`src/design/pmcc_defs.vh`:
```
// register map, field positions and reset values of the power mode clock control block
`ifndef PMCC_DEFS_VH
`define PMCC_DEFS_VH

// ****************************************************************
// register indices (byte address is four times the index)
// ****************************************************************
`define PMCC_PWR_CTRL_IDX 8'h87
`define PMCC_PWR_CTRL_EXT_IDX 8'hb9
`define PMCC_ADDR_W 10

// ****************************************************************
// power_control fields
// ****************************************************************
`define PMCC_PC_REDUCED 0
`define PMCC_PC_STOP 1
`define PMCC_PC_SWITCHBACK 2
`define PMCC_PC_PROG_WE 4
`define PMCC_PC_BAUD_DBL 7
`define PMCC_PC_MASK 8'h97
`define PMCC_PC_RESET 8'h00

// ****************************************************************
// power_control_extended fields
// ****************************************************************
`define PMCC_PE_DIV_LSB 0
`define PMCC_PE_DIV_MSB 2
`define PMCC_PE_DEEP_FLAG 3
`define PMCC_PE_REG_A 4
`define PMCC_PE_QUICK_DIS 5
`define PMCC_PE_MASK 8'h3f
`define PMCC_PE_RESET 8'h00

// ****************************************************************
// divider select codes and their log2 divide ratios
// ****************************************************************
`define PMCC_DIV_SEL_RTC 3'h7
`define PMCC_DIV_SEL_ZERO 3'h0
`define PMCC_DIV_LOG2_ZERO 3'h6
`define PMCC_DIV_LOG2_MAX 6

// ****************************************************************
// power mode one-hot codes
// ****************************************************************
`define PMCC_ST_NORMAL 5'h01
`define PMCC_ST_REDUCED 5'h02
`define PMCC_ST_SLEEP_TMR 5'h04
`define PMCC_ST_DEEP_SLEEP 5'h08
`define PMCC_ST_RESET_EXIT 5'h10

`endif

```
`src/design/pmcc_tick_div.v`:
```
// power-of-two tick divider used to pace the core clock enable
`timescale 1ns/10ps
module pmcc_tick_div #(
  parameter CNT_W = 6
) (
  // clock and reset
  input wire ref_clk,
  input wire rst,
  // control
  input wire run,
  input wire tick_in,
  input wire [2:0] div_log2,
  // result
  output reg tick_q
);

  reg [CNT_W-1:0] cnt_q;
  wire [CNT_W-1:0] last;

  assign last = ({{(CNT_W-1){1'b0}}, 1'b1} << div_log2) - {{(CNT_W-1){1'b0}}, 1'b1};

  // compare with >= so a shrinking ratio never leaves the counter stranded above its end
  always @(posedge ref_clk)
  begin
    if (rst || !run)
    begin
      cnt_q <= {CNT_W{1'b0}};
      tick_q <= 1'b0;
    end
    else if (tick_in)
    begin
      if (cnt_q >= last)
      begin
        cnt_q <= {CNT_W{1'b0}};
        tick_q <= 1'b1;
      end
      else
      begin
        cnt_q <= cnt_q + {{(CNT_W-1){1'b0}}, 1'b1};
        tick_q <= 1'b0;
      end
    end
    else
    begin
      tick_q <= 1'b0;
    end
  end

endmodule // pmcc_tick_div

```
`src/design/pmcc_power_ctrl.v`:
```
// power mode and core clock control with its avalon-mm register slave
//
// Behaviour
// - in reduced mode select 001..110 divides by 2..64 and 000 by 64; normal mode runs undivided
// - select 111 uses rtc, halved in reduced mode
// - stop freezes core clock and all peripherals; radio_wor_run_q still runs in timer mode
// - resume on reset, key, key interrupt, timer
// - armed sleep timer makes stop the timer mode
// - power_control bit layout, all reset zero
// - deep flag turns next stop into reset-exit
// - extended register quick discharge and regulator bits
// - reduced mode returns to normal on interrupt
//
// The implementer's own choice: the Avalon-MM interface to the registers.
`timescale 1ns/10ps
`include "pmcc_defs.vh"
module pmcc_power_ctrl #(
  parameter DIV_CNT_W = 6
) (
  // clock and reset
  input wire ref_clk,
  input wire rst,
  // avalon-mm slave
  input wire [`PMCC_ADDR_W-1:0] avs_address,
  input wire avs_read,
  input wire avs_write,
  input wire [7:0] avs_writedata,
  output reg [7:0] avs_readdata,
  output reg avs_waitrequest,
  // wake-up and timing sources
  input wire rtc_tick,
  input wire wake_key,
  input wire key_interrupt,
  input wire sleep_timer_expired,
  input wire wake_on_receive_armed,
  input wire core_interrupt,
  // core and peripheral control
  output reg core_clk_en_q,
  output reg periph_run_q,
  output reg radio_wor_run_q,
  output reg low_voltage_reset_en_q,
  output reg key_reset_req_q,
  output reg [4:0] power_mode_q,
  // static function enables
  output reg program_write_enable_q,
  output reg serial_baud_double_q,
  output reg switchback_enable_q,
  output reg regulator_a_enable_q,
  output reg quick_discharge_q
);

  // ****************************************************************
  // register storage
  // ****************************************************************
  reg [7:0] pwr_ctrl_q;
  reg [7:0] pwr_ctrl_d;
  reg [7:0] pwr_ext_q;
  reg [7:0] pwr_ext_d;
  reg [4:0] state_q;
  reg [4:0] state_d;

  wire [7:0] word_idx;
  wire word_aligned;
  wire hit_ctrl;
  wire hit_ext;
  wire bus_req;
  wire bus_go;

  assign word_idx = avs_address[`PMCC_ADDR_W-1:2];
  assign word_aligned = (avs_address[1:0] == 2'h0);
  assign hit_ctrl = word_aligned && (word_idx == `PMCC_PWR_CTRL_IDX);
  assign hit_ext = word_aligned && (word_idx == `PMCC_PWR_CTRL_EXT_IDX);
  assign bus_req = avs_read || avs_write;
  // the request completes on the edge where the master sees waitrequest low
  assign bus_go = bus_req && !avs_waitrequest;

  // ****************************************************************
  // bus handshake: one wait cycle, then one ready cycle
  // ****************************************************************
  always @(posedge ref_clk)
  begin
    if (rst)
    begin
      avs_waitrequest <= 1'b1;
      avs_readdata <= 8'h00;
    end
    else
    begin
      avs_waitrequest <= !(bus_req && avs_waitrequest);
      if (avs_read && avs_waitrequest)
      begin
        // unmapped or unaligned addresses read as zero
        if (hit_ctrl)
        begin
          avs_readdata <= pwr_ctrl_q & `PMCC_PC_MASK;
        end
        else if (hit_ext)
        begin
          avs_readdata <= pwr_ext_q & `PMCC_PE_MASK;
        end
        else
        begin
          avs_readdata <= 8'h00;
        end
      end
    end
  end

  // ****************************************************************
  // wake-up decode
  // ****************************************************************
  reg st_normal;
  reg st_reduced;
  reg st_sleep_tmr;
  reg st_deep;
  reg st_reset_exit;
  reg wake_accept;

  always @*
  begin
    st_normal = (state_q == `PMCC_ST_NORMAL);
    st_reduced = (state_q == `PMCC_ST_REDUCED);
    st_sleep_tmr = (state_q == `PMCC_ST_SLEEP_TMR);
    st_deep = (state_q == `PMCC_ST_DEEP_SLEEP);
    st_reset_exit = (state_q == `PMCC_ST_RESET_EXIT);
    // the sleep timer only counts while the radio is kept under its control
    wake_accept = ((st_sleep_tmr || st_deep) && (wake_key || key_interrupt)) ||
                  (st_sleep_tmr && sleep_timer_expired);
  end

  // ****************************************************************
  // register write and hardware updates
  // ****************************************************************
  always @*
  begin
    pwr_ctrl_d = pwr_ctrl_q;
    pwr_ext_d = pwr_ext_q;
    if (bus_go && avs_write && hit_ctrl)
    begin
      pwr_ctrl_d = avs_writedata & `PMCC_PC_MASK;
    end
    if (bus_go && avs_write && hit_ext)
    begin
      pwr_ext_d = avs_writedata & `PMCC_PE_MASK;
    end
    // the hardware clears are applied last so they win over a racing write
    if (wake_accept)
    begin
      pwr_ctrl_d[`PMCC_PC_STOP] = 1'b0;
    end
    if (st_reduced && core_interrupt && pwr_ctrl_q[`PMCC_PC_SWITCHBACK])
    begin
      pwr_ctrl_d[`PMCC_PC_REDUCED] = 1'b0;
    end
  end

  always @(posedge ref_clk)
  begin
    if (rst)
    begin
      pwr_ctrl_q <= `PMCC_PC_RESET;
      pwr_ext_q <= `PMCC_PE_RESET;
    end
    else
    begin
      pwr_ctrl_q <= pwr_ctrl_d;
      pwr_ext_q <= pwr_ext_d;
    end
  end

  // ****************************************************************
  // power mode state machine
  // ****************************************************************
  // firmware is expected to pass through normal between reduced and stop;
  // a stop request seen in reduced mode is held until reduced is cleared
  always @*
  begin
    case (state_q)
      `PMCC_ST_NORMAL:
      begin
        if (pwr_ctrl_q[`PMCC_PC_STOP])
        begin
          if (pwr_ext_q[`PMCC_PE_DEEP_FLAG])
          begin
            state_d = `PMCC_ST_RESET_EXIT;
          end
          else if (wake_on_receive_armed)
          begin
            state_d = `PMCC_ST_SLEEP_TMR;
          end
          else
          begin
            state_d = `PMCC_ST_DEEP_SLEEP;
          end
        end
        else if (pwr_ctrl_q[`PMCC_PC_REDUCED])
        begin
          state_d = `PMCC_ST_REDUCED;
        end
        else
        begin
          state_d = `PMCC_ST_NORMAL;
        end
      end
      `PMCC_ST_REDUCED:
      begin
        // leaving reduced mode only ever goes to normal, never straight to stop
        if (!pwr_ctrl_q[`PMCC_PC_REDUCED])
        begin
          state_d = `PMCC_ST_NORMAL;
        end
        else
        begin
          state_d = `PMCC_ST_REDUCED;
        end
      end
      `PMCC_ST_SLEEP_TMR, `PMCC_ST_DEEP_SLEEP:
      begin
        // stop bit is cleared at the same edge, so wake lands in normal
        if (wake_accept)
        begin
          state_d = `PMCC_ST_NORMAL;
        end
        else
        begin
          state_d = state_q;
        end
      end
      `PMCC_ST_RESET_EXIT:
      begin
        // only a reset leaves this mode; the key raises a reset request
        state_d = `PMCC_ST_RESET_EXIT;
      end
      default:
      begin
        state_d = `PMCC_ST_NORMAL;
      end
    endcase
  end

  always @(posedge ref_clk)
  begin
    if (rst)
    begin
      state_q <= `PMCC_ST_NORMAL;
    end
    else
    begin
      state_q <= state_d;
    end
  end

  // ****************************************************************
  // core clock pacing
  // ****************************************************************
  reg [2:0] div_log2;
  reg div_tick_src;
  reg div_run;
  wire [2:0] div_sel;
  wire div_tick;

  assign div_sel = pwr_ext_q[`PMCC_PE_DIV_MSB:`PMCC_PE_DIV_LSB];

  always @*
  begin
    div_run = st_normal || st_reduced;
    if (div_sel == `PMCC_DIV_SEL_RTC)
    begin
      // rtc directly in normal mode, rtc halved in reduced mode
      div_tick_src = rtc_tick;
      div_log2 = st_reduced ? 3'h1 : 3'h0;
    end
    else if (st_reduced)
    begin
      div_tick_src = 1'b1;
      if (div_sel == `PMCC_DIV_SEL_ZERO)
      begin
        div_log2 = `PMCC_DIV_LOG2_ZERO;
      end
      else
      begin
        div_log2 = div_sel;
      end
    end
    else
    begin
      div_tick_src = 1'b1;
      div_log2 = 3'h0;
    end
  end

  pmcc_tick_div #(
    .CNT_W(DIV_CNT_W)
  ) u_core_div (
    .ref_clk(ref_clk),
    .rst(rst),
    .run(div_run),
    .tick_in(div_tick_src),
    .div_log2(div_log2),
    .tick_q(div_tick)
  );

  // ****************************************************************
  // registered outputs
  // ****************************************************************
  always @(posedge ref_clk)
  begin
    if (rst)
    begin
      core_clk_en_q <= 1'b0;
      periph_run_q <= 1'b1;
      radio_wor_run_q <= 1'b0;
      low_voltage_reset_en_q <= 1'b0;
      key_reset_req_q <= 1'b0;
      power_mode_q <= `PMCC_ST_NORMAL;
      program_write_enable_q <= 1'b0;
      serial_baud_double_q <= 1'b0;
      switchback_enable_q <= 1'b0;
      regulator_a_enable_q <= 1'b0;
      quick_discharge_q <= 1'b0;
    end
    else
    begin
      // any stop mode freezes the core and every peripheral but the radio wake-on-receive, which runs in timer mode
      core_clk_en_q <= div_run && div_tick;
      periph_run_q <= st_normal || st_reduced;
      radio_wor_run_q <= st_sleep_tmr;
      low_voltage_reset_en_q <= st_reset_exit;
      key_reset_req_q <= st_reset_exit && wake_key;
      power_mode_q <= state_q;
      program_write_enable_q <= pwr_ctrl_q[`PMCC_PC_PROG_WE];
      serial_baud_double_q <= pwr_ctrl_q[`PMCC_PC_BAUD_DBL];
      switchback_enable_q <= pwr_ctrl_q[`PMCC_PC_SWITCHBACK];
      regulator_a_enable_q <= pwr_ext_q[`PMCC_PE_REG_A];
      quick_discharge_q <= pwr_ext_q[`PMCC_PE_QUICK_DIS];
    end
  end

endmodule // pmcc_power_ctrl

```
`config.mk`:
```
export PLATFORM = sky130hd
export DESIGN_NAME = pmcc_power_ctrl
export DESIGN_NICKNAME = d
export VERILOG_FILES = /design/src/design/pmcc_tick_div.v /design/src/design/pmcc_power_ctrl.v
export VERILOG_INCLUDE_DIRS = /design/src /design/src/design
export SDC_FILE = /design/constraint.sdc
export NUM_CORES = 1
export LEC_CHECK = 0
export ABC_AREA = 1
export BUFFER_PORTS_ARGS = -buffer_cell sky130_fd_sc_hd__buf_2
export CAP_MARGIN = 20
export CORE_MARGIN = 5
export CORE_UTILIZATION = 25
export CTS_CLUSTER_DIAMETER = 60
export DETAILED_ROUTE_END_ITERATION = 10
export GPL_TIMING_DRIVEN = 0
export PLACE_DENSITY = 0.5
export SLEW_MARGIN = 0
export SYNTH_ARGS = -nofsm -noshare
export SYNTH_HDL_FRONTEND = slang
export SYNTH_SLANG_ARGS = --single-unit
export TNS_END_PERCENT = 10
```
`constraint.sdc`:
```
create_clock -name ref_clk -period 3.55 [get_ports ref_clk]
set_clock_uncertainty 0.2 [all_clocks]
set_input_delay 0.1775 -clock ref_clk [delete_from_list [all_inputs] [get_ports ref_clk]]
set_output_delay 0.1775 -clock ref_clk [all_outputs]
set_load 0.005 [all_outputs]
```
# Yosys cells after proc, flatten, opt, wreduce, memory -nomap -nowiden
# Cells that the tools add are included.
[classes]
bitwise_logic = 1
muxes = 15
order_cmp = 1
n_eq_ne = 9
n_reduce_logical = 29
add_sub_neg = 2
shift = 1
[ops]
columns = ["operator", "n"]
rows = [
  ["$pmux W5 S4", 1],
  ["$eq A8 B8 Y1 const B", 2],
  ["$mux W5", 3],
  ["$logic_and A1 B1 Y1", 14],
  ["$mux W6", 2],
  ["$mux W3", 3],
  ["$mux W8", 1],
  ["$reduce_or A2 Y1", 4],
  ["$add A6 B1 Y6 const B", 1],
  ["$ge A6 B6 Y1", 1],
  ["$logic_or A1 B1 Y1", 6],
  ["$shl A1 B3 Y6 const A", 1],
  ["$sub A6 B1 Y6 const B", 1],
  ["$eq A5 B1 Y1 const B", 1],
  ["$eq A5 B2 Y1 const B", 1],
  ["$eq A5 B3 Y1 const B", 1],
  ["$eq A5 B4 Y1 const B", 1],
  ["$eq A5 B5 Y1 const B", 1],
  ["$mux W4", 1],
  ["$eq A3 B3 Y1 const B", 1],
  ["$logic_not A1 Y1", 3],
  ["$logic_not A3 Y1", 1],
  ["$mux W1", 3],
  ["$logic_not A2 Y1", 1],
  ["other kinds (3)", 3],
]
[word_totals]
register_bits = 47
input_bits = 28

# Depth between registers and ports, before layout
# Gate-level depths: netlist of run 1.
[logic_depth]
depth_word = 8
depth_mapped = 18
ltp_nobuf = 18

# Cells and area by module
# A second synthesis of run 1 with hierarchy kept.
[hier_totals]
cells_unflattened = 323
hier_area_um2 = 2267.2
[by_module_without_submodules]
columns = ["module", "cells_each", "seq_area_each_um2", "n_inst", "area_each_um2"]
rows = [
  ["pmcc_power_ctrl", 254, 780.7, 1, 1774.2],
  ["pmcc_tick_div", 69, 140.1, 1, 493.0],
]

# Least setup slack after synthesis of run 1
# Ideal clock, no wire load.
[synth_path]
path_kind = "flip-flop to flip-flop"
startpoint = "register pwr_ext_q[0]"
endpoint = "register u_core_div.cnt_q[3]"
path_buffers = 1
arrival_time_ns = 2.132
path_slack_ns = 1.102
synth_period_minus_slack_ns = 2.448
path_stages_with_launch = 18
cell_sequence = "dfxtp_1 buf_2 nor2_1 or2_2 nand3_1 nand4_1 ha_1 o21a_1 nand3b_1 nand2_1 ha_1 nand2_1 a21oi_1 nor2_1 nand2_1 nand2_1 nand2_4 nor2_1"
[synth_between]
elab_chain_cells = 8
[synth_lines]
columns = ["element", "line_no", "source"]
rows = [
  ["start, declared", "pmcc_power_ctrl.v:57", "reg [7:0] pwr_ext_q;"],
  ["start signal, assigned", "pmcc_power_ctrl.v:162", "pwr_ext_q <= `PMCC_PE_RESET;"],
  ["start signal, assigned", "pmcc_power_ctrl.v:167", "pwr_ext_q <= pwr_ext_d;"],
  ["$logic_not A3 Y1 (no line)", "-", ""],
  ["$mux W3", "pmcc_power_ctrl.v:276", "if (div_sel == `PMCC_DIV_SEL_ZERO)"],
  ["$mux W3", "pmcc_power_ctrl.v:273", "else if (st_reduced)"],
  ["$mux W3", "pmcc_power_ctrl.v:267", "if (div_sel == `PMCC_DIV_SEL_RTC)"],
  ["$shl A1 B3 Y6", "pmcc_tick_div.v:20", "assign last = ({{(CNT_W-1){1'b0}}, 1'b1} << div_log2) - {{(CNT_W-1){1'b0}}, 1'b1};"],
  ["$sub A6 B1 Y6", "pmcc_tick_div.v:20", ""],
  ["$ge A6 B6 Y1", "pmcc_tick_div.v:32", "if (cnt_q >= last)"],
  ["$mux W6", "pmcc_tick_div.v:32", ""],
  ["end signal, assigned", "pmcc_tick_div.v:27", "cnt_q <= {CNT_W{1'b0}};"],
  ["end signal, assigned", "pmcc_tick_div.v:34", "cnt_q <= {CNT_W{1'b0}};"],
  ["end signal, assigned", "pmcc_tick_div.v:39", "cnt_q <= cnt_q + {{(CNT_W-1){1'b0}}, 1'b1};"],
  ["end, declared", "pmcc_tick_div.v:17", "reg [CNT_W-1:0] cnt_q;"],
]
# Several ways; a longest one is shown, not always the timed one.
# A chain may end at the register's enable or synchronous reset.

# Worst setup path after layout of run 1
[layout_path]
startpoint = "register pwr_ext_q[0]"
endpoint = "register u_core_div.cnt_q[5]"
# The elaborated chain is that of the path after synthesis.

==> impl_results.md, run 1 <==
- Starting Density: 0.258
- PortBufs: 49
- Synth Instances: 345
- Worst slew pin tran: 0.527 ns
- R2R cell count: 17
- Worst hold stages: 4
- Hold WC Path Type: in2reg
- Root Driver: clkbuf_8
- Antenna cells: 0
- Hold path endpoint: state_q[2]
- Fin crit period: 2.70 ns
- HPWL Detailed: 4.52 mm
- Unrepaired setup endpoints after global routing: false
- Fin Setup TNS: 0 ns
- Register area: 921 um2
- DRT Pass-1 Iters: 4
- Initial antenna violation count: 0
- Fillers: 1016
- Status: completed
- Maxcap violations: 0
- GP Congestion: 0.805
- WL per Instance: 10.5 um
- Arrival time at the worst endpoint: 2.74 ns
- Vias after detailed routing: 2198
- Non-filler cells, final: 541
- Chip Width: 108 um
- Hold-fix buffers, CTS: 10
- CTS resizes: 0
- CORE AREA: 0.00933 mm2
- Share of layout cells above drive strength 1: 0.209
- Ys Warns: 0
- DRT iter0 DRCs: 102
- Post-synth EDFFs: 0
- Setup Buffers After CTS: 0
- Chip height: 108 um
- Syn Nets: 381
- CP startpoint kind: register
- Syn Area/Cell: 6.97 um2
- Area Overhead vs Synth: 25.7%
- Synth Flop Type: dfxtp_1
- Final #Nets: 447
- P per Cell Area: 332 mW/mm2
- CP Class: reg2reg
- Maximum fanout along the worst path: 10
- Clk_lat worst skew: 0.30 ns
- Drt drc: 0
- Final Setup Violations: 0
- Worst R2R Start: pwr_ext_q[0]
- Worst R2R Setup Slack: 0.85 ns
- Hold Crit Start: sleep_timer_expired
- GR Overflow Total: 0
- DRT Wirelength: 5.70 mm
- CTS tree: built
- Post-synthesis sequential area ratio: 0.383
- Full die area: 0.0117 mm2
- RR Endpoint: u_core_div.cnt_q[5]
- Final Total Pwr: 1.00 mW
- Ys async rst share: 0
- Mapped Area: 0.00240 mm2
- DR vias/cell: 4.06
- Setup crit end kind: register
- Slew Limit Fails: 0
- Placed Cells: 523
- Hold Vio Cnt, Final: 0
- Required time of the worst setup path: 3.59 ns
- Max clock buf depth: 2
- First-pass GRT wire length: 10.1 mm
- Fmax: 0.371 GHz
- Num rows: 35
- Period utilisation layout: 0.759
- Leak Pwr: 1.48 nW
- Vias in the first global route: 2158
- H-tree depth: 2
- GRT Total Usage: 0.107
- Cell variety after synth: 34
- CTS buffer count: 5
- Clk sink count: 46
- Fin Hold WS: 0.0257 ns
- CTS clk-pin slew, worst paths: 0.08 ns
- Pin count of the biggest net entering global routing: 15
- Multi-input logic area: 0.00121 mm2
- Worst vdd ir: 0.000185 V
- Yosys reg bits: 46
- Detail Route Antenna Nets: 0
- I/O pin total: 52
- Worst slew margin: 0.649
## flip-flops by register name, indices dropped and copies added, names as in the netlist
register / flops
avs_readdata: 7
pwr_ext_q: 6
u_core_div.cnt_q: 6
power_mode_q: 5
pwr_ctrl_q: 5
state_q: 5
avs_waitrequest: 1
core_clk_en_q: 1
key_reset_req_q: 1
low_voltage_reset_en_q: 1
periph_run_q: 1
program_write_enable_q: 1
quick_discharge_q: 1
radio_wor_run_q: 1
regulator_a_enable_q: 1
serial_baud_double_q: 1
switchback_enable_q: 1
u_core_div.tick_q: 1
## synth_stat cells (4+ instances only)
| cell | count | area [um2] |
|---|---|---|
| nor2_1 | 71 | 267 |
| a21oi_1 | 6 | 30.0 |
| nand4_1 | 12 | 75.1 |
| nor3_1 | 4 | 20.0 |
| nand2_1 | 59 | 221 |
| nor2_2 | 6 | 37.5 |
| o21ai_0 | 6 | 30.0 |
| ha_1 | 8 | 100 |
| inv_1 | 57 | 214 |
| buf_2 | 5 | 25.0 |
| nand3_1 | 30 | 150 |
| dfxtp_1 | 46 | 921 |
## logic make-up after synthesis
logic type | synth area share
AO/OA/AOI/OAI | 0.0474
XOR/XNOR | 0.0109
adder cells (fa/ha/maj) | 0.0416
buffers and inverters | 0.114
flip-flops | 0.383
other | 0.00156
AND/OR/NAND/NOR | 0.401
## worst max-delay path by stage
stage	end	from
finish	u_core_div.cnt_q[5]	pwr_ext_q[0]
global route	u_core_div.cnt_q[5]	pwr_ext_q[0]
CTS	u_core_div.cnt_q[5]	pwr_ext_q[0]
detailed placement	u_core_div.cnt_q[2]	pwr_ext_q[0]
global placement	u_core_div.cnt_q[3]	pwr_ext_q[0]
floorplan	u_core_div.cnt_q[3]	pwr_ext_q[0]
## report_power, final
part | total (mW) | switching, mW | internal, mW | leakage, nW
combinational | 0.0829 | 0.0450 | 0.0379 | 1.06
sequential | 0.527 | 0.00393 | 0.523 | 0.373
clock | 0.393 | 0.183 | 0.210 | 0.0514
total | 1.00 | 0.232 | 0.771 | 1.48
## final cells by class
type / instances / area share
multi-input cells: 230 / 0.400
flip-flops and latches: 46 / 0.305
repair buffers: 59 / 0.114
inverters: 59 / 0.0737
well taps: 129 / 0.0534
clock buffers: 6 / 0.0240
plain buffers: 10 / 0.0170
clock inverters: 2 / 0.0124
## per-layer routing
| layer | GRT usage | vias to the layer above | part of all wire |
|---|---|---|---|
| li1 | - | 1192 | - |
| met1 | 0.147 | 952 | 0.52 |
| met2 | 0.167 | 49 | 0.42 |
| met3 | 0.0215 | 5 | 0.049 |
| met4 | 0.0343 | 0 | 0.013 |
| met5 | 0 | - | 0 |
## cells in the final DEF, fill, tap and decap left out, types with 2 or more instances in the layout
| cell type | n |
|---|---|
| ha_1 | 8 |
| nand2_1 | 59 |
| nor2_1 | 71 |
| nand2_2 | 3 |
| o21bai_1 | 3 |
| nor2_2 | 6 |
| nand3_1 | 30 |
| o21ai_0 | 6 |
| buf_4 | 2 |
| clkbuf_1 | 4 |
| dfxtp_1 | 46 |
| nor2_8 | 2 |
| nand3_2 | 2 |
| buf_2 | 54 |
| nand4_1 | 12 |
| nor3_1 | 4 |
| nand3b_1 | 2 |
| clkbuf_8 | 5 |
| a21oi_1 | 6 |
| inv_1 | 57 |
| nand2_4 | 3 |
| xor2_1 | 2 |
| dlygate4sd3_1 | 10 |
## worst max-delay path, cell delays in order, from the launching register on
cell	delay (ns)
dfxtp_1	0.31
buf_2	0.20
nor2_1	0.09
or2_2	0.29
nand3_1	0.08
nand4_1	0.09
ha_1	0.23
o21a_1	0.13
nand3b_1	0.08
nand2_1	0.06
ha_1	0.26
nand2_1	0.08
a21oi_1	0.04
nor2_1	0.09
nand2_1	0.05
nand2_1	0.13
nand2_4	0.10
nor2_2	0.10
## metrics by stage
stage / instance area, um2 / utilization / setup slack, ns
6_report: 3020 / 0.324 / 0.854
5_1_grt: 3020 / 0.324 / 0.501
4_1_cts: 3020 / 0.324 / 0.849
3_5_place_dp: 2810 / 0.301 / 0.875
3_3_place_gp: 2810 / 0.301 / 0.916
2_1_floorplan: 2400 / - / 1.10
Note: power is estimated with default switching activity, not from simulation.
==> run 2, diff against run 1 <==
Settings changed: ABC_AREA 1 to 0, PLACE_DENSITY 0.5 to 0.52.
Clock period 3.55 ns to 2.3 ns, I/O delays scaled along.
==> run 2 against run 1 <==
- the flow now finishes with violations (setup timing)
- count of clock-buffer cells in the layout is 1 lower
- fmax is 5.2% higher
- first-iteration DRC count is 40% lower
- cell area is 3.8% lower
- setup slack worse by 1.1 ns
- worst hold slack worse by 0.014 ns
- register-to-register slack worse by 1.1 ns
- critical endpoint is now u_core_div.cnt_q[1]
- largest power group unchanged
==> impl_results.md, run 2 <==
- Syn Area/Cell: 9.41 um2 (+35%)
- First-pass GRT wire length: 8.89 mm (-12%)
- DRT Wirelength: 5.36 mm (-6.0%)
- Initial antenna violation count: 0 (unchanged)
- Worst hold stages: 2 (-2)
- GRT Total Usage: 0.110 (+0.00351)
- Placed Cells: 371 (-29%)
- Final Total Pwr: 1.40 mW (+40%)
- Final Setup Violations: 7 (+7)
- Full die area: 0.0101 mm2 (-13%)
- Vias in the first global route: 1787 (-17%)
- Worst vdd ir: 0.000220 V (+19%)
- CP startpoint kind: register
- CTS tree: built
- Post-synth top area cell: dfxtp_1
- Syn Nets: 254 (-33%)
- Synth Instances: 218 (-37%)
- Fin Hold WS: 0.0120 ns (-0.0138 ns)
- P per Cell Area: 483 mW/mm2 (+46%)
- Number of flip-flops in the largest register: 7 (unchanged)
- Starting Density: 0.253 (-0.00428)
- DP Area: 0.00248 mm2 (-12%)
- Maximum fanout along the worst path: 7 (-3)
- Top Registers: avs_readdata: 7 flops, pwr_ext_q: 6 flops, u_core_div.cnt_q: 6 flops
- Required time of the worst setup path: 2.27 ns (-1.32 ns)
- CTS clk-pin slew, worst paths: 0.09 ns (about the same)
- PortBufs: 48 (-2.0%)
- Vias after detailed routing: 1834 (-17%)
- Most common cell in the netlist: dfxtp_1
- Fillers: 845 (-17%)
- GR Overflow Total: 0 (unchanged)
- Mapped Area: 0.00205 mm2 (-15%)
- Max clock buf depth: 2 (unchanged)
- HPWL Detailed: 3.82 mm (-16%)
- Drt drc: 0 (unchanged)
- Synth Flop Type: dfxtp_1
- Worst slew pin tran: 0.613 ns (+0.0866 ns)
- Chip Width: 101 um (-6.9%)
- Status: finished, violations left
- Maxcap violations: 0 (unchanged)
- WL per Instance: 13.3 um (+26%)
- Most frequent cells after synthesis: dfxtp_1, nor2_1, mux2i_1
- DR vias/cell: 4.54 (+12%)
- Fin Setup TNS: -1.81 ns (-1.81 ns)
- Period utilisation layout: 1.11 (+0.355)
- Hold Vio Cnt, Final: 0 (unchanged)
- Worst slew margin: 0.588 (-0.0608)
- Pin count of the biggest net entering global routing: 16 (+1)
- Cell variety after synth: 47 (+38%)
- Slew Limit Fails: 0 (unchanged)
- I/O pin total: 52 (unchanged)
- Final instance area: 0.00291 mm2 (-3.8%)
- Fin crit period: 2.56 ns (-0.133 ns)
- Final Util: 0.359 (+0.0353)
- Synth top area cells: dfxtp_1, mux2i_1, ha_1
- R2R cell count: 11 (-6)
- Place WS: -0.443 ns (-1.32 ns)
- DRT Pass-1 Iters: 4 (unchanged)
- Final #Nets: 334 (-25%)
- Most common cell after layout, fill and taps aside: buf_2
- Share of layout cells above drive strength 1: 0.338 (+0.129)
- Clk sink count: 46 (unchanged)
- Hold WC Path Type: in2reg
- Synth top area share: 0.449 (+0.0659)
- CTS buffer count: 5 (unchanged)
- Detail Route Antenna Nets: 0 (unchanged)
- Unrepaired setup endpoints after global routing: true
- Num rows: 33 (-5.7%)
- Failing checks: setup timing
- GP Congestion: 0.760 (-5.6%)
- Post-route setup slack: -0.263 ns (-1.12 ns)
- Ys Warns: 0 (unchanged)
- Ys async rst share: 0 (unchanged)
- Post-synthesis sequential area ratio: 0.449 (+0.0659)
- Non-filler cells, final: 404 (-25%)
- Most frequent cells in the layout: buf_2, dfxtp_1, nor2_1
- Most flop-heavy register: avs_readdata
- Root Driver: clkbuf_8
- DRT iter0 DRCs: 61 (-40%)
- Yosys reg bits: 46 (unchanged)
- Antenna cells: 0 (unchanged)
- Arrival time at the worst endpoint: 2.53 ns (-0.21 ns)
- Chip height: 101 um (-6.9%)
- Fmax: 0.390 GHz (+5.2%)
- Post-synth EDFFs: 0 (unchanged)
- CORE AREA: 0.00809 mm2 (-13%)
- Leak Pwr: 1.18 nW (-21%)
- Setup crit end kind: register
- Clk_lat worst skew: 0.30 ns (about the same)
- H-tree depth: 2 (unchanged)
- Area Overhead vs Synth: 41.7%
- CP Class: reg2reg
- Worst R2R Setup Slack: -0.26 ns (-1.12 ns)
==> run 2: layout make-up <==
class,count,area [um2],area share
plain buffers,8,38.8,0.0133
clock buffers,5,68.8,0.0237
clock inverters,3,21.3,0.00732
repair buffers,76,498,0.171
flip-flops and latches,46,936,0.322
well taps,105,131,0.0452
multi-input cells,155,1180,0.408
inverters,6,27.5,0.00947
==> run 2: timing repair <==
action | CTS | global route
resized for setup | 15 | 10
pin swaps | 7 | 10
setup buffers | 4 | 10
hold buffers | 14 | 0
endpoints found under the setup margin | 7 | 7
hold endpoints to repair | 15 | 0
==> run 2: worst max-delay path, cell delays in order, from the launching register on <==
cell	delay (ns)
dfxtp_4	0.37
nor2_4	0.13
nand3_4	0.10
clkinv_4	0.08
nand3_4	0.07
ha_4	0.20
nor4_4	0.23
a311oi_2	0.08
ha_1	0.32
nand4_1	0.14
o221ai_4	0.39
a211oi_1	0.12
==> run 2: routing by layer <==
| metal | GRT usage | vias to the layer above | routed length, um |
|---|---|---|---|
| li1 | - | 942 | - |
| met1 | 0.147 | 852 | 2480 |
| met2 | 0.171 | 36 | 2550 |
| met3 | 0.0263 | 4 | 252 |
| met4 | 0.0435 | 0 | 82 |
| met5 | 0 | - | 0 |
==> run 2: cell families (layout without fill, tap and decap cells) <==
logic type,after synthesis,after routing,share of synthesized area
buffers and inverters,17,98,0.0336
DFF,46,46,0.449
muxes,12,12,0.0586
adders and majority gates,8,8,0.0488
and+or+nand+nor,89,89,0.254
AOI/OAI and AO/OA,37,37,0.120
other,1,1,0.00183
xor gates and xnor gates,8,8,0.0342
==> run 2: path summary, 6_finish.rpt <==
kind	endpoint	start
worst max-delay path	u_core_div.cnt_q[1]	state_q[3]
worst min-delay path	power_mode_q[3]	rst
worst max register to register	u_core_div.cnt_q[1]	state_q[3]
worst min register to register	core_clk_en_q	u_core_div.tick_q
==> run 2: power by group <==
group	switching (mW)	total, mW	internal [mW]
sequential	0.00419	0.804	0.800
clock	0.286	0.500	0.214
combinational	0.0484	0.0998	0.0514
total	0.339	1.40	1.07
==> run 3, diff against run 2 <==
Settings changed: ABC_AREA 0 to 1, PLACE_DENSITY 0.52 to 0.5.
Clock period 2.3 ns to 2.51 ns, I/O delays scaled along.
==> run 3 against run 2 <==
- non-clock buffer count down 2
- the run now ends clean
- clock power increased by 11%
- setup slack improved by 0.28 ns
- via count up 24%
- final cell count is 37% higher
- first-iteration DRC count increased by 31%
- critical endpoint is now u_core_div.cnt_q[3]
- routed wire length increased by 11%
- total power up 0.89%
- global-route usage is essentially flat
- count of clock-buffer cells in the layout rose by 1
- sequential share of layout area decreased by 3.5 points
==> impl_results.md, run 3 (synthesized netlist as in run 1, its figures left out) <==
- DRT iter0 DRCs: 80 (+31%)
- Delay-heaviest family, CP: simple AND/OR/NAND/NOR gates
- Clk_lat worst skew: 0.30 ns (about the same)
- CP startpoint kind: register
- Antenna cells: 0 (unchanged)
- Leak Pwr: 1.57 nW (+34%)
- Maximum fanout along the worst path: 5 (-2)
- HPWL Detailed: 4.52 mm (+18%)
- Status: completed
- Fin Setup TNS: 0 ns (+1.81 ns)
- CP max-delay cell: dfxtp_2
- DRT Wirelength: 5.95 mm (+11%)
- Top cell by count, worst path: nand2_4
- CP Cell Sequence: buf_6 -> buf_4 -> nand2_1 -> a21oi_2 -> nand4_1 -> ha_2 -> o21a_1 -> nand3b_1 -> nand2_2 -> ha_4 -> nand2_4 -> a21oi_2 -> nor2_2 -> nand2_2 -> nand2_4 -> nand2_4 -> nor2_1
- Arrival time at the worst endpoint: 2.48 ns (-0.05 ns)
- GR Overflow Total: 0 (unchanged)
- Fmax: 0.402 GHz (+3.0%)
- CTS clk-pin slew, worst paths: 0.08 ns (about the same)
- Share of layout cells above drive strength 1: 0.273 (-0.0649)
- Worst slew pin tran: 0.532 ns (-0.0808 ns)
- Most frequent cells in the layout: nor2_1, inv_1, nand2_1
- Worst slew margin: 0.645 (+0.0569)
- Starting Density: 0.258 (+0.00428)
- First-pass GRT wire length: 10.5 mm (+18%)
- Worst vdd ir: 0.000262 V (+19%)
- Chip Width: 108 um (+7.4%)
- I/O pin total: 52 (unchanged)
- Area Overhead vs Synth: 34.8%
- Most common cell after layout, fill and taps aside: nor2_1
- Final Total Pwr: 1.42 mW (+0.89%)
- Hold WC Path Type: in2reg
- Full die area: 0.0117 mm2 (+15%)
- WL per Instance: 10.7 um (-19%)
- DRT Pass-1 Iters: 4 (unchanged)
- Root Driver: clkbuf_8
- Stages on worst setup path: 17 (+6)
- Initial antenna violation count: 0 (unchanged)
- Clk sink count: 46 (unchanged)
- DR vias/cell: 4.12 (-9.3%)
- Hold Vio Cnt, Final: 0 (unchanged)
- Drt drc: 0 (unchanged)
- Chip height: 108 um (+7.4%)
- H-tree depth: 2 (unchanged)
- Fin crit period: 2.49 ns (-0.0745 ns)
- GP Congestion: 0.805 (+5.9%)
- Pin count of the biggest net entering global routing: 15 (-1)
- CP Class: reg2reg
- PortBufs: 49 (+2.1%)
- Required time of the worst setup path: 2.50 ns (+0.23 ns)
- Worst hold stages: 5 (+3)
- Num rows: 35 (+6.1%)
- Most flop-heavy register: avs_readdata
- CTS buffer count: 5 (unchanged)
- Slew Limit Fails: 0 (unchanged)
- Top Registers: avs_readdata: 7 flops, pwr_ext_q: 6 flops, u_core_div.cnt_q: 6 flops
- Vias in the first global route: 2211 (+24%)
- Final instance area: 0.00324 mm2 (+11%)
- CORE AREA: 0.00933 mm2 (+15%)
- Unrepaired setup endpoints after global routing: true
- Vias after detailed routing: 2281 (+24%)
- Period utilisation layout: 0.991 (-0.123)
- Setup crit end kind: register
- P per Cell Area: 437 mW/mm2 (-9.5%)
- Fillers: 1002 (+19%)
- DP Area: 0.00281 mm2 (+13%)
- Slowest stage delay, CP: 0.33 ns (-0.06 ns)
- CTS tree: built
- Number of flip-flops in the largest register: 7 (unchanged)
- Crit path buffers/inverters: 2 (+1)
- Maxcap violations: 0 (unchanged)
- Final Setup Violations: 0 (-7)
- R2R cell count: 17 (+6)
- Max clock buf depth: 2 (unchanged)
- Detail Route Antenna Nets: 0 (unchanged)
- GRT Total Usage: 0.110 (-0.000265)
- Final #Nets: 460 (+38%)
[run 3: cell count changes in the layout (fill, tap and decap cells not counted), sizes merged, moves of 8 or more]
cell    before  now
nor2b       11    0
inv          5   57
a211oi       8    0
nand2       10   65
mux2i       12    0
nand4        4   13
nand3        9   33
nor2        20   80
[run 3: metrics by stage]
step | std cells | util | hold WS [ns] | setup WS (ns)
3_5_place_dp | 523 | 0.301 | 0.148 | -0.165
2_1_floorplan | 345 | - | 0.00942 | 0.0624
5_1_grt | 554 | 0.347 | 0.0131 | -0.148
4_1_cts | 553 | 0.337 | 0.000427 | 0.00500
6_report | 554 | 0.347 | 0.00276 | 0.0215
3_3_place_gp | 523 | 0.301 | 0.144 | -0.124
[run 3: repair_timing]
action / 4_1_cts / 5_1_grt
pin swaps: 5 / 9
hold endpoints to repair: 14 / 0
resized for setup: 8 / 25
hold buffers: 15 / 0
endpoints found under the setup margin: 7 / 7
setup buffers: 8 / 1
[run 3: report_power, final]
part           internal (mW)  switching (mW)
Clock                  0.297           0.256
Combinational         0.0557          0.0638
Sequential             0.738         0.00568
[run 3: final cells by class]
class	count	area [um2]	area share
inverter	59	223	0.0687
sequential	46	931	0.287
clock buffer	6	72.6	0.0224
clock inverter	2	37.5	0.0116
timing repair buffer	73	463	0.143
multi-input combinational	230	1290	0.399
buffer	9	58.8	0.0181
tap	129	161	0.0498
[run 3: worst paths after layout]
| check | startpoint | end | slack [ns] |
|---|---|---|---|
| worst min register to register | u_core_div.tick_q | core_clk_en_q | 0.21 |
| worst max-delay path | pwr_ext_q[0] | u_core_div.cnt_q[3] | 0.02 |
| worst max register to register | pwr_ext_q[0] | u_core_div.cnt_q[3] | 0.02 |
| worst min-delay path | avs_writedata[0] | pwr_ext_q[0] | 0.003 |
[run 3: worst register-to-register path: cells and delay by family (launching register included)]
family | cells | cell delay, ns
fa+ha+maj | 2 | 0.48
buf+inv | 2 | 0.22
flops | 1 | 0.33
compound gates | 3 | 0.40
simple gates | 10 | 0.77
[run 3: layer usage]
| metal | global-route usage | vias up | wire, um |
|---|---|---|---|
| met5 | 0 | - | 0 |
| met2 | 0.174 | 50 | 2590 |
| met3 | 0.0191 | 5 | 252 |
| met4 | 0.0343 | 0 | 72 |
| li1 | - | 1220 | - |
| met1 | 0.152 | 1006 | 3040 |
